==> config.mk <==
export PLATFORM = sky130hd
export DESIGN_NAME = smc_sleep_ctrl
export DESIGN_NICKNAME = d
export VERILOG_FILES = /design/src/hw/smc_pkg.sv /design/src/hw/smc_wake_filter.sv /design/src/hw/smc_clock_gates.sv /design/src/hw/smc_sleep_ctrl.sv
export SDC_FILE = /design/constraint.sdc
export NUM_CORES = 1
export LEC_CHECK = 0
export BUFFER_PORTS_ARGS = -buffer_cell sky130_fd_sc_hd__buf_2
export CORE_MARGIN = 3
export CORE_UTILIZATION = 25
export CTS_BUF_LIST = sky130_fd_sc_hd__clkbuf_8 sky130_fd_sc_hd__clkbuf_16
export CTS_CLUSTER_SIZE = 30
export DETAILED_ROUTE_END_ITERATION = 6
export PLACE_DENSITY_LB_ADDON = 0.12
export SYNTH_ARGS = -nofsm -noshare
export SYNTH_HDL_FRONTEND = slang
export SYNTH_SLANG_ARGS = --single-unit
==> constraint.sdc <==
create_clock -name i_clk_sys -period 3.18 [get_ports i_clk_sys]
set_input_delay 0.318 -clock i_clk_sys [delete_from_list [all_inputs] [get_ports i_clk_sys]]
set_output_delay 0.318 -clock i_clk_sys [all_outputs]
set_load 0.05 [all_outputs]
==> src/hw/smc_pkg.sv <==
// Package of constants and types for the sleep-mode controller
package smc_pkg;

  // ********************************************************************
  // Mode select encodings
  // ********************************************************************
  localparam logic [2:0] SMC_MODE_IDLE     = 3'h0;
  localparam logic [2:0] SMC_MODE_NOISE    = 3'h1;
  localparam logic [2:0] SMC_MODE_PDOWN    = 3'h2;
  localparam logic [2:0] SMC_MODE_PSAVE    = 3'h3;
  localparam logic [2:0] SMC_MODE_STANDBY  = 3'h6;
  localparam logic [2:0] SMC_MODE_EXTSTBY  = 3'h7;

  // ********************************************************************
  // Timing constants
  // ********************************************************************
  localparam int          SMC_HALT_EXTRA_CYC   = 4;   // Core held after start-up
  localparam int          SMC_STANDBY_WAKE_CYC = 6;   // Oscillator kept running
  localparam logic [15:0] SMC_STARTUP_DEF      = 16'h0400;
  localparam int          SMC_CNT_W            = 16;

  // ********************************************************************
  // Reset values
  // ********************************************************************
  localparam logic [2:0] SMC_MODE_RST = 3'h0;

  // ********************************************************************
  // Types
  // ********************************************************************
  typedef enum logic [2:0] {
    SMC_ST_RUN    = 3'b000,
    SMC_ST_SLEEP  = 3'b001,
    SMC_ST_START  = 3'b010,
    SMC_ST_HALT   = 3'b011,
    SMC_ST_RESUME = 3'b100
  } smc_state_type;

  // Clock domain and oscillator gates
  typedef struct packed {
    logic core_clock;
    logic program_mem_clock;
    logic periph_io_clock;
    logic converter_clock;
    logic async_clock;
    logic main_osc;
    logic timer_osc;
  } smc_clk_type;

  // Wake sources seen from the peripherals
  typedef struct packed {
    logic any_irq;            // Any enabled interrupt (Idle)
    logic ext_level;          // Level interrupt on ext_irq_pin_a/b
    logic ext_edge;           // Edge interrupt on ext_irq_pin_a/b
    logic pin_change_irq;
    logic two_wire_match;
    logic timer2_irq;
    logic self_program_rdy;   // self_program_op / nonvolatile ready
    logic conv_done;
    logic watchdog_irq;
  } smc_wake_type;

  // Timer 2 configuration
  typedef struct packed {
    logic enabled;
    logic async_mode;
    logic sync_clocked;
    logic irq_enabled;        // From timer2_irq_mask
  } smc_t2_type;

endpackage : smc_pkg

==> src/hw/smc_wake_filter.sv <==
// Wake-source qualifier: picks the sources allowed in the selected mode
module smc_wake_filter
  import smc_pkg::*;
(
  input  wire logic [2:0]   i_mode,
  input  wire smc_wake_type i_wake,
  input  wire smc_t2_type   i_t2,
  input  wire logic         i_global_irq_en,
  output logic              o_wake
);

  logic t2_ok;
  logic common;

  // ********************************************************************
  // Mode qualification
  // ********************************************************************
  always_comb begin
    t2_ok  = i_t2.enabled && i_t2.irq_enabled && i_global_irq_en && i_wake.timer2_irq;
    common = i_wake.ext_level || i_wake.pin_change_irq || i_wake.two_wire_match || i_wake.watchdog_irq;
    case (i_mode)
      SMC_MODE_IDLE:   o_wake = i_wake.any_irq || i_wake.ext_edge || common || i_wake.conv_done
                                || i_wake.self_program_rdy || (t2_ok && i_t2.async_mode);
      SMC_MODE_NOISE:  o_wake = common || i_wake.conv_done || i_wake.self_program_rdy
                                || (t2_ok && i_t2.async_mode);
      SMC_MODE_PDOWN,
      SMC_MODE_STANDBY: o_wake = common;
      SMC_MODE_PSAVE:  o_wake = common || t2_ok;
      SMC_MODE_EXTSTBY: o_wake = common || (t2_ok && i_t2.async_mode);
      default:         o_wake = 1'b0;
    endcase
  end

endmodule // smc_wake_filter

==> src/hw/smc_clock_gates.sv <==
// Clock-domain and oscillator gate table per sleep mode
module smc_clock_gates
  import smc_pkg::*;
(
  input  wire logic       i_asleep,
  input  wire logic [2:0] i_mode,
  input  wire smc_t2_type i_t2,
  input  wire logic       i_conv_enabled,
  output smc_clk_type     o_gate
);

  // ********************************************************************
  // Gate table
  // ********************************************************************
  always_comb begin
    o_gate = '{default: 1'b1};
    if (i_asleep) begin
      o_gate = '{default: 1'b0};
      case (i_mode)
        SMC_MODE_IDLE: begin
          o_gate.periph_io_clock = 1'b1;
          o_gate.converter_clock = 1'b1;
          o_gate.main_osc        = 1'b1;
          o_gate.async_clock     = i_t2.async_mode;
          o_gate.timer_osc       = i_t2.async_mode;
        end
        SMC_MODE_NOISE: begin
          o_gate.converter_clock = i_conv_enabled;
          o_gate.main_osc        = 1'b1;
          o_gate.async_clock     = i_t2.async_mode;
          o_gate.timer_osc       = i_t2.async_mode;
        end
        SMC_MODE_PSAVE: begin
          o_gate.async_clock = i_t2.enabled && i_t2.async_mode;
          o_gate.timer_osc   = i_t2.enabled && i_t2.async_mode;
          o_gate.main_osc    = i_t2.enabled && i_t2.sync_clocked;
        end
        SMC_MODE_STANDBY: o_gate.main_osc = 1'b1;
        SMC_MODE_EXTSTBY: begin
          o_gate.main_osc    = 1'b1;
          o_gate.async_clock = i_t2.async_mode;
          o_gate.timer_osc   = i_t2.async_mode;
        end
        default: o_gate = '{default: 1'b0};
      endcase
    end
  end

endmodule // smc_clock_gates

==> src/hw/smc_sleep_ctrl.sv <==
// Sleep-mode controller top: sequencing, wake delays and gate outputs
module smc_sleep_ctrl
  import smc_pkg::*;
(
  input  wire logic         i_clk_sys,
  input  wire logic         i_reset,
  input  wire logic         i_sleep_arm_bit,
  input  wire logic [2:0]   i_sleep_mode_select,
  input  wire logic         i_sleep_instr,
  input  wire logic         i_ext_crystal,
  input  wire logic [15:0]  i_startup_cycles,
  input  wire logic         i_conv_enabled,
  input  wire logic         i_global_irq_en,
  input  wire smc_wake_type i_wake,
  input  wire smc_t2_type   i_t2,
  input  wire logic         i_sys_reset_req,
  output logic              o_asleep,
  output logic              o_core_halt,
  output logic              o_take_irq,
  output logic              o_reset_vector,
  output logic              o_conv_start,
  output smc_clk_type       o_clk_gate,
  output logic [2:0]        o_active_mode
);

  // ********************************************************************
  // State
  // ********************************************************************
  smc_state_type          state;
  smc_state_type          next_state;
  logic [SMC_CNT_W-1:0]   count;
  logic [SMC_CNT_W-1:0]   next_count;
  logic [2:0]             mode;
  logic [2:0]             next_mode;
  logic                   woke_by_reset;
  logic                   next_woke_by_reset;
  logic                   take_irq;
  logic                   next_take_irq;
  logic                   conv_start;
  logic                   next_conv_start;
  logic                   reset_vector;
  logic                   next_reset_vector;
  logic                   wake;
  logic                   mode_legal;
  logic [SMC_CNT_W-1:0]   start_len;
  smc_clk_type            gate_c;
  smc_clk_type            clk_gate;
  smc_clk_type            next_clk_gate;
  logic                   asleep;
  logic                   next_asleep;
  logic                   core_halt;
  logic                   next_core_halt;
  logic                   sleep_take;
  logic                   resume_to_vector;
  logic                   count_done;

  smc_wake_filter u_wake (
    .i_mode          (mode),
    .i_wake          (i_wake),
    .i_t2            (i_t2),
    .i_global_irq_en (i_global_irq_en),
    .o_wake          (wake)
  );

  smc_clock_gates u_gates (
    .i_asleep       (asleep),
    .i_mode         (mode),
    .i_t2           (i_t2),
    .i_conv_enabled (i_conv_enabled),
    .o_gate         (gate_c)
  );

  // ********************************************************************
  // Mode decode
  // ********************************************************************
  always_comb begin
    case (i_sleep_mode_select)
      SMC_MODE_IDLE, SMC_MODE_NOISE,
      SMC_MODE_PDOWN, SMC_MODE_PSAVE:     mode_legal = 1'b1;
      SMC_MODE_STANDBY, SMC_MODE_EXTSTBY: mode_legal = i_ext_crystal;
      default:                            mode_legal = 1'b0;
    endcase
    sleep_take = i_sleep_instr && i_sleep_arm_bit && mode_legal;
    // Power-down and power-save pay the full start-up, standby modes 6 cycles; idle and noise keep the oscillator
    case (mode)
      SMC_MODE_PDOWN, SMC_MODE_PSAVE: start_len = (i_startup_cycles == 16'h0000) ? 16'h0001 : i_startup_cycles;
      SMC_MODE_STANDBY, SMC_MODE_EXTSTBY: start_len = SMC_CNT_W'(SMC_STANDBY_WAKE_CYC);
      default: start_len = 16'h0001;
    endcase
  end

  // ********************************************************************
  // Sequencer next state
  // ********************************************************************
  // storage left untouched
  // Only clock gates move here; register file and data memory keep their contents
  always_comb begin
    next_state = state;
    case (state)
      SMC_ST_RUN: begin
        if (sleep_take) begin
          next_state = SMC_ST_SLEEP;
        end
      end
      SMC_ST_SLEEP: begin
        if (i_sys_reset_req || wake) begin
          next_state = SMC_ST_START;
        end
      end
      SMC_ST_START: begin
        if (count_done) begin
          next_state = SMC_ST_HALT;
        end
      end
      SMC_ST_HALT: begin
        if (count_done) begin
          next_state = SMC_ST_RESUME;
        end
      end
      SMC_ST_RESUME: next_state = SMC_ST_RUN;
      default:       next_state = SMC_ST_RUN;
    endcase
  end

  // Sequencer state register
  always_ff @(posedge i_clk_sys or posedge i_reset) begin
    if (i_reset) begin
      state <= SMC_ST_RUN;
    end else begin
      state <= next_state;
    end
  end

  // ********************************************************************
  // Delay counter
  // ********************************************************************
  // One counter serves start-up and halt; it is reloaded on entry to start-up and on entry to halt
  always_comb begin
    count_done = (count <= 16'h0001);
    next_count = count;
    case (state)
      SMC_ST_SLEEP: begin
        if (i_sys_reset_req || wake) begin
          next_count = start_len;
        end
      end
      SMC_ST_START: begin
        if (count_done) begin
          next_count = SMC_CNT_W'(SMC_HALT_EXTRA_CYC);
        end else begin
          next_count = count - 16'h0001;
        end
      end
      SMC_ST_HALT: begin
        if (!count_done) begin
          next_count = count - 16'h0001;
        end
      end
      default: next_count = count;
    endcase
  end

  // Counter register
  always_ff @(posedge i_clk_sys or posedge i_reset) begin
    if (i_reset) begin
      count <= '0;
    end else begin
      count <= next_count;
    end
  end

  // ********************************************************************
  // Latched mode and reset cause
  // ********************************************************************
  // Mode is frozen at entry, so a select change during sleep cannot alter gates or wake sources
  always_comb begin
    next_mode          = mode;
    next_woke_by_reset = woke_by_reset;
    case (state)
      SMC_ST_RUN: begin
        if (sleep_take) begin
          next_mode = i_sleep_mode_select;
        end
      end
      // A reset request is latched through start-up so a short pulse still reaches the vector
      SMC_ST_SLEEP, SMC_ST_START: begin
        if (i_sys_reset_req) begin
          next_woke_by_reset = 1'b1;
        end
      end
      SMC_ST_RESUME: next_woke_by_reset = 1'b0;
      default:       next_woke_by_reset = woke_by_reset;
    endcase
  end

  // Mode and reset-cause registers
  always_ff @(posedge i_clk_sys or posedge i_reset) begin
    if (i_reset) begin
      mode          <= SMC_MODE_RST;
      woke_by_reset <= 1'b0;
    end else begin
      mode          <= next_mode;
      woke_by_reset <= next_woke_by_reset;
    end
  end

  // ********************************************************************
  // Event pulses
  // ********************************************************************
  // A reset seen asleep, during start-up or in the resume cycle outranks the interrupt; one only during halt is lost
  always_comb begin
    resume_to_vector  = woke_by_reset || i_sys_reset_req;
    next_conv_start   = 1'b0;
    next_take_irq     = 1'b0;
    next_reset_vector = 1'b0;
    if ((state == SMC_ST_RUN) && sleep_take) begin
      next_conv_start = (i_sleep_mode_select == SMC_MODE_NOISE) && i_conv_enabled;
    end
    if (state == SMC_ST_RESUME) begin
      next_reset_vector = resume_to_vector;
      next_take_irq     = !resume_to_vector && wake;
    end
  end

  // Single-cycle pulses: the core must act on each in the one cycle it stands
  always_ff @(posedge i_clk_sys or posedge i_reset) begin
    if (i_reset) begin
      take_irq     <= 1'b0;
      conv_start   <= 1'b0;
      reset_vector <= 1'b0;
    end else begin
      take_irq     <= next_take_irq;
      conv_start   <= next_conv_start;
      reset_vector <= next_reset_vector;
    end
  end

  // ********************************************************************
  // Status and gate registers
  // ********************************************************************
  // Asleep and halt follow the next state, so they change on the same edge as the state
  always_comb begin
    next_asleep    = (next_state == SMC_ST_SLEEP);
    next_core_halt = (next_state != SMC_ST_RUN);
    next_clk_gate  = gate_c;
  end

  // Gates lag the state by one cycle; the core is already held off by the halt flag then
  always_ff @(posedge i_clk_sys or posedge i_reset) begin
    if (i_reset) begin
      asleep    <= 1'b0;
      core_halt <= 1'b0;
      clk_gate  <= '{default: 1'b1};
    end else begin
      asleep    <= next_asleep;
      core_halt <= next_core_halt;
      clk_gate  <= next_clk_gate;
    end
  end

  // ********************************************************************
  // Outputs
  // ********************************************************************
  // Every output is a register copy, so the core never sees decode glitches
  always_comb begin
    o_asleep       = asleep;
    o_core_halt    = core_halt;
    o_take_irq     = take_irq;
    o_reset_vector = reset_vector;
    o_conv_start   = conv_start;
    o_clk_gate     = clk_gate;
    o_active_mode  = mode;
  end

endmodule // smc_sleep_ctrl

==> results of run 1 <==
how the worst max path moves through the flow:
| stage | startpoint | endpoint |
|---|---|---|
| 2_1_floorplan | o_active_mode[1]$_DFFE_PP0P_ | count[1]$_DFFE_PP0P_ |
| 3_3_place_gp | i_wake[5] | count[1]$_DFFE_PP0P_ |
| 3_5_place_dp | i_wake[5] | count[1]$_DFFE_PP0P_ |
| 4_1_cts | o_active_mode[1]$_DFFE_PP0P_ | count[1]$_DFFE_PP0P_ |
| 5_1_grt | o_active_mode[1]$_DFFE_PP0P_ | count[1]$_DFFE_PP0P_ |
| 6_report | count[0]$_DFFE_PP0P_ | count[10]$_DFFE_PP0P_ |
critical path, cell delays in order (launching register included):
cell and delay, ns:
dfrtp_1 0.43, inv_1 0.08, ha_1 0.32, o2111a_1 0.38, a31oi_2 0.69, a32oi_1 0.22, o2bb2ai_1 0.18
synth_stat cells, drive strengths merged, types with 3 or more instances:
cell type  instances  area, um^2
a21oi              9       45.04
a22oi              8       60.06
a31oi              3       25.02
a32oi              5       43.79
and2               3       18.77
buf               10       62.55
clkbuf             4       15.01
dfrtp             28       700.7
dfstp              5       131.4
inv               11       41.29
nand2             11       48.80
nand2b             3       18.77
nor2              20       75.07
nor2b              4       25.02
nor3              11       55.05
nor4               9       77.57
o211ai            13       97.59
o21ai             11       55.05
o2bb2ai           11       96.34
cell families (layout without fill, tap and decap cells):
group / Yosys count / after routing
xor gates and xnor gates: 1 / 1
buffers and inverters: 25 / 78
and+or+nand+nor: 71 / 71
adders and majority gates: 2 / 2
muxes: 2 / 2
DFF: 33 / 33
AOI/OAI and AO/OA: 82 / 82
per-layer routing:
metal	track usage	wire length, um	vias up
met4	0.03855	78	0
li1	-	-	939
met3	0.03253	384	9
met5	0	0	-
met2	0.2139	2688	52
met1	0.1948	2874	917
cell type report:
cell class                 count  area, um^2  share of cell area
clock buffer                   6       82.58             0.03313
clock inverter                 2       7.507            0.003012
multi-input combinational    158        1094              0.4388
inverter                      11       41.29             0.01657
timing repair buffer          59       307.8              0.1235
tap                          102       127.6             0.05120
sequential                    33       832.0              0.3338
sequential cells by signal, summed over array words and instances, names as in the netlist:
signal / cells
count: 16
o_clk_gate: 5
o_active_mode: 3
state: 3
o_asleep: 1
o_conv_start: 1
o_core_halt: 1
o_reset_vector: 1
o_take_irq: 1
woke_by_reset: 1
power by group:
group          switching, mW  internal (mW)
combinational          0.406          0.296
clock                  0.148          0.170
sequential             0.156          0.546
placed cells by master (no fill, tap or decap), types with 9 or more instances in the layout:
cell,count
a21oi_1,9
buf_2,54
dfrtp_1,28
inv_1,12
nand2_1,10
nor2_1,20
nor3_1,11
o211ai_1,13
o21ai_0,11
o2bb2ai_1,11
through the flow:
stage,std cells,util
after global routing,371,0.3176
after detailed placement,363,0.3061
after CTS,371,0.3176
after floorplan,216,-
after global placement,363,0.3061
final,371,0.3176
==> impl_results.md, run 1 <==
* Largest net degree at the start of global routing at 20
* First-pass GRT wire length at 9846 um
* Final wirelength at 6026 um
* Rel. slew slack at 0.4835
* Clk_lat worst skew at 0.29 ns
* Via count at 1917
* Hold WS at 0.09862 ns
* Worst-margin pin slew at 0.7723 ns
* CP Capture Type: flip-flop
* Worst R2R End: count[10]$_DFFE_PP0P_
* Post-DRT Antenna Nets at 0
* Antenna violations before repair at 0
* CP max FO at 14
* Tightest Hold Check Type: primary input to async pin
* Global route total overflow at 0
* Synth Register Bits at 33
* Clock slew at reported path FFs at 0.06 ns
* Setup_tns at 0 ns
* Vias in the first global route at 1867
* Num CTS Buffers at 5
* Syn nets at 258
* Ratio of cells with drive above 1 in the final layout at 0.3086
* Status: completed
* Fraction of synthesized area in multiplexers at 0.01285
* Drt wl/cell at 16.24 um
* Iter 0 DRT Violations at 99
* CP required at 3.38 ns
* Largest family of logic cells by synthesized area: compound AO/OA/AOI/OAI gates
* Post-Synth Simple-Gate Area at 0.1885
* Ant. Diodes at 0
* Initial DRT Pass Iterations at 4
* H-tree levels at 2
* TritonCTS clock tree: done
* VDD IR-drop max at 0.2009 mV
* Synth warnings at 0
* Achievable frequency at 417.2 MHz
* Pins Over Slew Limit at 0
* CORE AREA at 7848 um^2
* CTS Root Cell: clkbuf_8
* Complex-gate fraction of the synthesized area at 0.3170
* Post-synth EDFFs at 0
* Hold Fails Final Rpt at 0
* Die width at 96.43 um
* Register area share after synthesis at 0.4070
* Setup ws final at 0.7832 ns
* Max_cap viols at 0
* Leakage at 0.9981 nW
* Unique masters post-synth at 58
* Layout overhead on the synthesized area at 21.91%
* Gate count after technology mapping at 216
* RSZ-0062 raised after global routing: no
* Fraction of the mapped netlist area in adder cells at 0.01224
* Vias per std cell at 5.167
* R2R depth at 6
* Reg-to-reg startpoint: count[0]$_DFFE_PP0P_
* Syn_area_per_cell at 9.465 um^2
* Die Height at 96.43 um
* Critical Path Source Type: flip-flop
* Row cnt at 32
* IO Port Bufs at 54
* Primary FF master, synth: dfrtp_1
* CTS Buffer Depth at 2
* DRC Markers at 0
* Fillers at 874
* Die Area at 9299 um^2
* Tot Pwr at 1.721 mW
* R2r setup slk at 0.78 ns
* Setup violations, final at 0
* CTS Hold Buffers Added at 0
* Setup Buffers After CTS at 0
* Clock Skews at 0.01124 ns
* Synth Area in XOR/XNOR at 0.004284
* Final RePlAce weighted congestion at 0.8236
* Crit Path Class: flip-flop to flip-flop
* DP Wirelength at 4616 um
* Design Area, Final at 2492 um^2
* Cts repair resizes at 0
* Initial core utilization at 0.2605
* Ports at 55
* Cell Area, Synth at 2044 um^2
* Nets at 310
* Post-route minimum period at 2.397 ns
* Sinks on Clock Net at 33
* DP Worst Slack at 0.7773 ns
* Global Route Usage Sum at 0.1390
* Pwr Density at 690.5 nW/um^2
* Arr. time, crit path at 2.60 ns
* Placement Cell Area at 2402 um^2
* Share of flip-flops with an asynchronous set or reset at 1.000
* Final period utilization at 0.7537
Note: power is estimated with default switching activity, not from simulation.
==> inputs of run 2 (changes only) <==
Clock period 3.18 ns to 2.2 ns, I/O delays scaled along.
==> impl_results.md, run 2 (same netlist as run 1, synthesis figures left out) <==
* Global Route Usage Sum at 0.1482 (+0.009182)
* Placed Cells incl. Taps at 386 (+6.3%)
* Sinks on Clock Net at 33 (unchanged)
* H-tree levels at 2 (unchanged)
* Global route total overflow at 0 (unchanged)
* Tightest Hold Check Type: primary input to async pin
* Largest net degree at the start of global routing at 34 (+70%)
* Fillers at 846 (-3.2%)
* Pins Over Slew Limit at 0 (unchanged)
* Ant. Diodes at 0 (unchanged)
* TritonCTS clock tree: done
* CORE AREA at 7848 um^2 (unchanged)
* Die Height at 96.43 um (unchanged)
* Commonest non-fill, non-tap cells in the layout: buf_2, buf_4, dfrtp_1
* Clock slew at reported path FFs at 0.08 ns (+0.02 ns)
* Worst R2R End: count[1]$_DFFE_PP0P_
* Post-route non-filler standard cell count at 396 (+6.7%)
* Arr. time, crit path at 2.28 ns (-0.32 ns)
* Setup violations, final at 0 (unchanged)
* Final wirelength at 6508 um (+8.0%)
* Leakage at 1.108 nW (+11%)
* Rel. slew slack at 0.6928 (+0.2093)
* Reg-to-reg startpoint: count[0]$_DFFE_PP0P_
* Initial DRT Pass Iterations at 4 (unchanged)
* Post-route minimum period at 2.097 ns (-0.2999 ns)
* CTS Buffer Depth at 2 (unchanged)
* Ratio of cells with drive above 1 in the final layout at 0.3776 (+0.06900)
* Num CTS Buffers at 5 (unchanged)
* Worst-margin pin slew at 0.4566 ns (-0.3157 ns)
* Status: completed
* DP Wirelength at 4873 um (+5.6%)
* Vias in the first global route at 1990 (+6.6%)
* Most common cell after layout, fill and taps aside: buf_2
* Final period utilization at 0.9531 (+0.1994)
* Setup_tns at 0 ns (unchanged)
* Clock Skews at 0.006839 ns (-0.004397 ns)
* CP max FO at 5 (-9)
* Largest Register: count
* Vias per std cell at 5.194 (+0.53%)
* Hold Fails Final Rpt at 0 (unchanged)
* Row cnt at 32 (unchanged)
* Post-DRT Antenna Nets at 0 (unchanged)
* IO Port Bufs at 54 (unchanged)
* Max FFs per register at 16 (unchanged)
* CP required at 2.38 ns (-1.00 ns)
* VDD IR-drop max at 0.3419 mV (+70%)
* Via count at 2057 (+7.3%)
* Crit Path Class: flip-flop to flip-flop
* Layout overhead on the synthesized area at 31.82%
* Initial core utilization at 0.2605 (unchanged)
* R2R depth at 8 (+2)
* Post-layout utilization of the core at 0.3434 (+0.02583)
* Iter 0 DRT Violations at 107 (+8.1%)
* Die width at 96.43 um (unchanged)
* Clk_lat worst skew at 0.29 ns (about the same)
* CTS Root Cell: clkbuf_8
* Die Area at 9299 um^2 (unchanged)
* Achievable frequency at 476.9 MHz (+14%)
* Drt wl/cell at 16.43 um (+1.2%)
* Final RePlAce weighted congestion at 0.8160 (-0.92%)
* Max_cap viols at 0 (unchanged)
* CP Capture Type: flip-flop
* Antenna violations before repair at 0 (unchanged)
* DRC Markers at 0 (unchanged)
* Ports at 55 (unchanged)
* CTS Hold Buffers Added at 0 (unchanged)
* R2r setup slk at 0.10 ns (-0.68 ns)
* Nets at 335 (+8.1%)
* Pwr Density at 1003 nW/um^2 (+45%)
* First-pass GRT wire length at 10340 um (+5.0%)
* Critical Path Source Type: flip-flop
## run 2: worst max path at each step
stage / cells after the start / slack [ns] / from / to
final: 8 / 0.10 / count[0]$_DFFE_PP0P_ / count[1]$_DFFE_PP0P_
after global routing: 8 / -0.0008 / count[0]$_DFFE_PP0P_ / count[1]$_DFFE_PP0P_
after detailed placement: 7 / 0.09 / count[0]$_DFFE_PP0P_ / count[8]$_DFFE_PP0P_
after floorplan: 7 / 0.09 / o_active_mode[1]$_DFFE_PP0P_ / count[1]$_DFFE_PP0P_
after CTS: 7 / 0.08 / count[0]$_DFFE_PP0P_ / count[1]$_DFFE_PP0P_
after global placement: 7 / 0.08 / count[0]$_DFFE_PP0P_ / count[1]$_DFFE_PP0P_
## run 2: timing repair
action / in CTS / in global routing
resized for setup: 0 / 3
buffers inserted: 0 / 2
endpoints found under the setup margin: 0 / 13
## run 2: layout make-up
class                           count  area [um^2]  area share
Clock buffer                        5        68.82     0.02553
Tap cell                          102        127.6     0.04735
Inverter                           11        41.29     0.01532
Sequential cell                    33        832.0      0.3087
Clock inverter                      3        17.52    0.006500
Timing Repair Buffer               84        495.5      0.1838
Multi-Input combinational cell    158         1112      0.4127
## run 2: metrics by stage
stage	hold WS, ns	setup slack (ns)	cell area, um^2	power (mW)
2_1_floorplan	0.2896	0.09021	2044	1.741
3_3_place_gp	0.3545	0.07747	2575	2.210
3_5_place_dp	0.3564	0.08960	2575	2.208
4_1_cts	0.04188	0.08018	2661	2.703
5_1_grt	0.06717	-0.0008196	2695	2.917
6_report	0.02469	0.1031	2695	2.704
## run 2: report_power, final
group,switching (mW),total (mW),internal [mW],leakage [nW]
registers,0.196,0.984,0.789,0.391
clock network,0.251,0.469,0.219,0.0439
logic,0.685,1.25,0.566,0.673
total,1.13,2.70,1.57,1.11
## run 2: critical path, stage by stage (launching register included)
cell	delay [ns]
dfrtp_1	0.42
inv_1	0.08
ha_1	0.24
o2111a_2	0.32
a311oi_4	0.29
buf_4	0.19
nand2_4	0.07
inv_2	0.08
mux2_4	0.29
## run 2: layer usage
metal / vias to the layer above / GRT usage / wire length [um]
met2: 71 / 0.2375 / 3074
met5: - / 0 / 0
met4: 0 / 0.05023 / 99
li1: 988 / - / -
met3: 9 / 0.03408 / 461
met1: 989 / 0.1964 / 2873
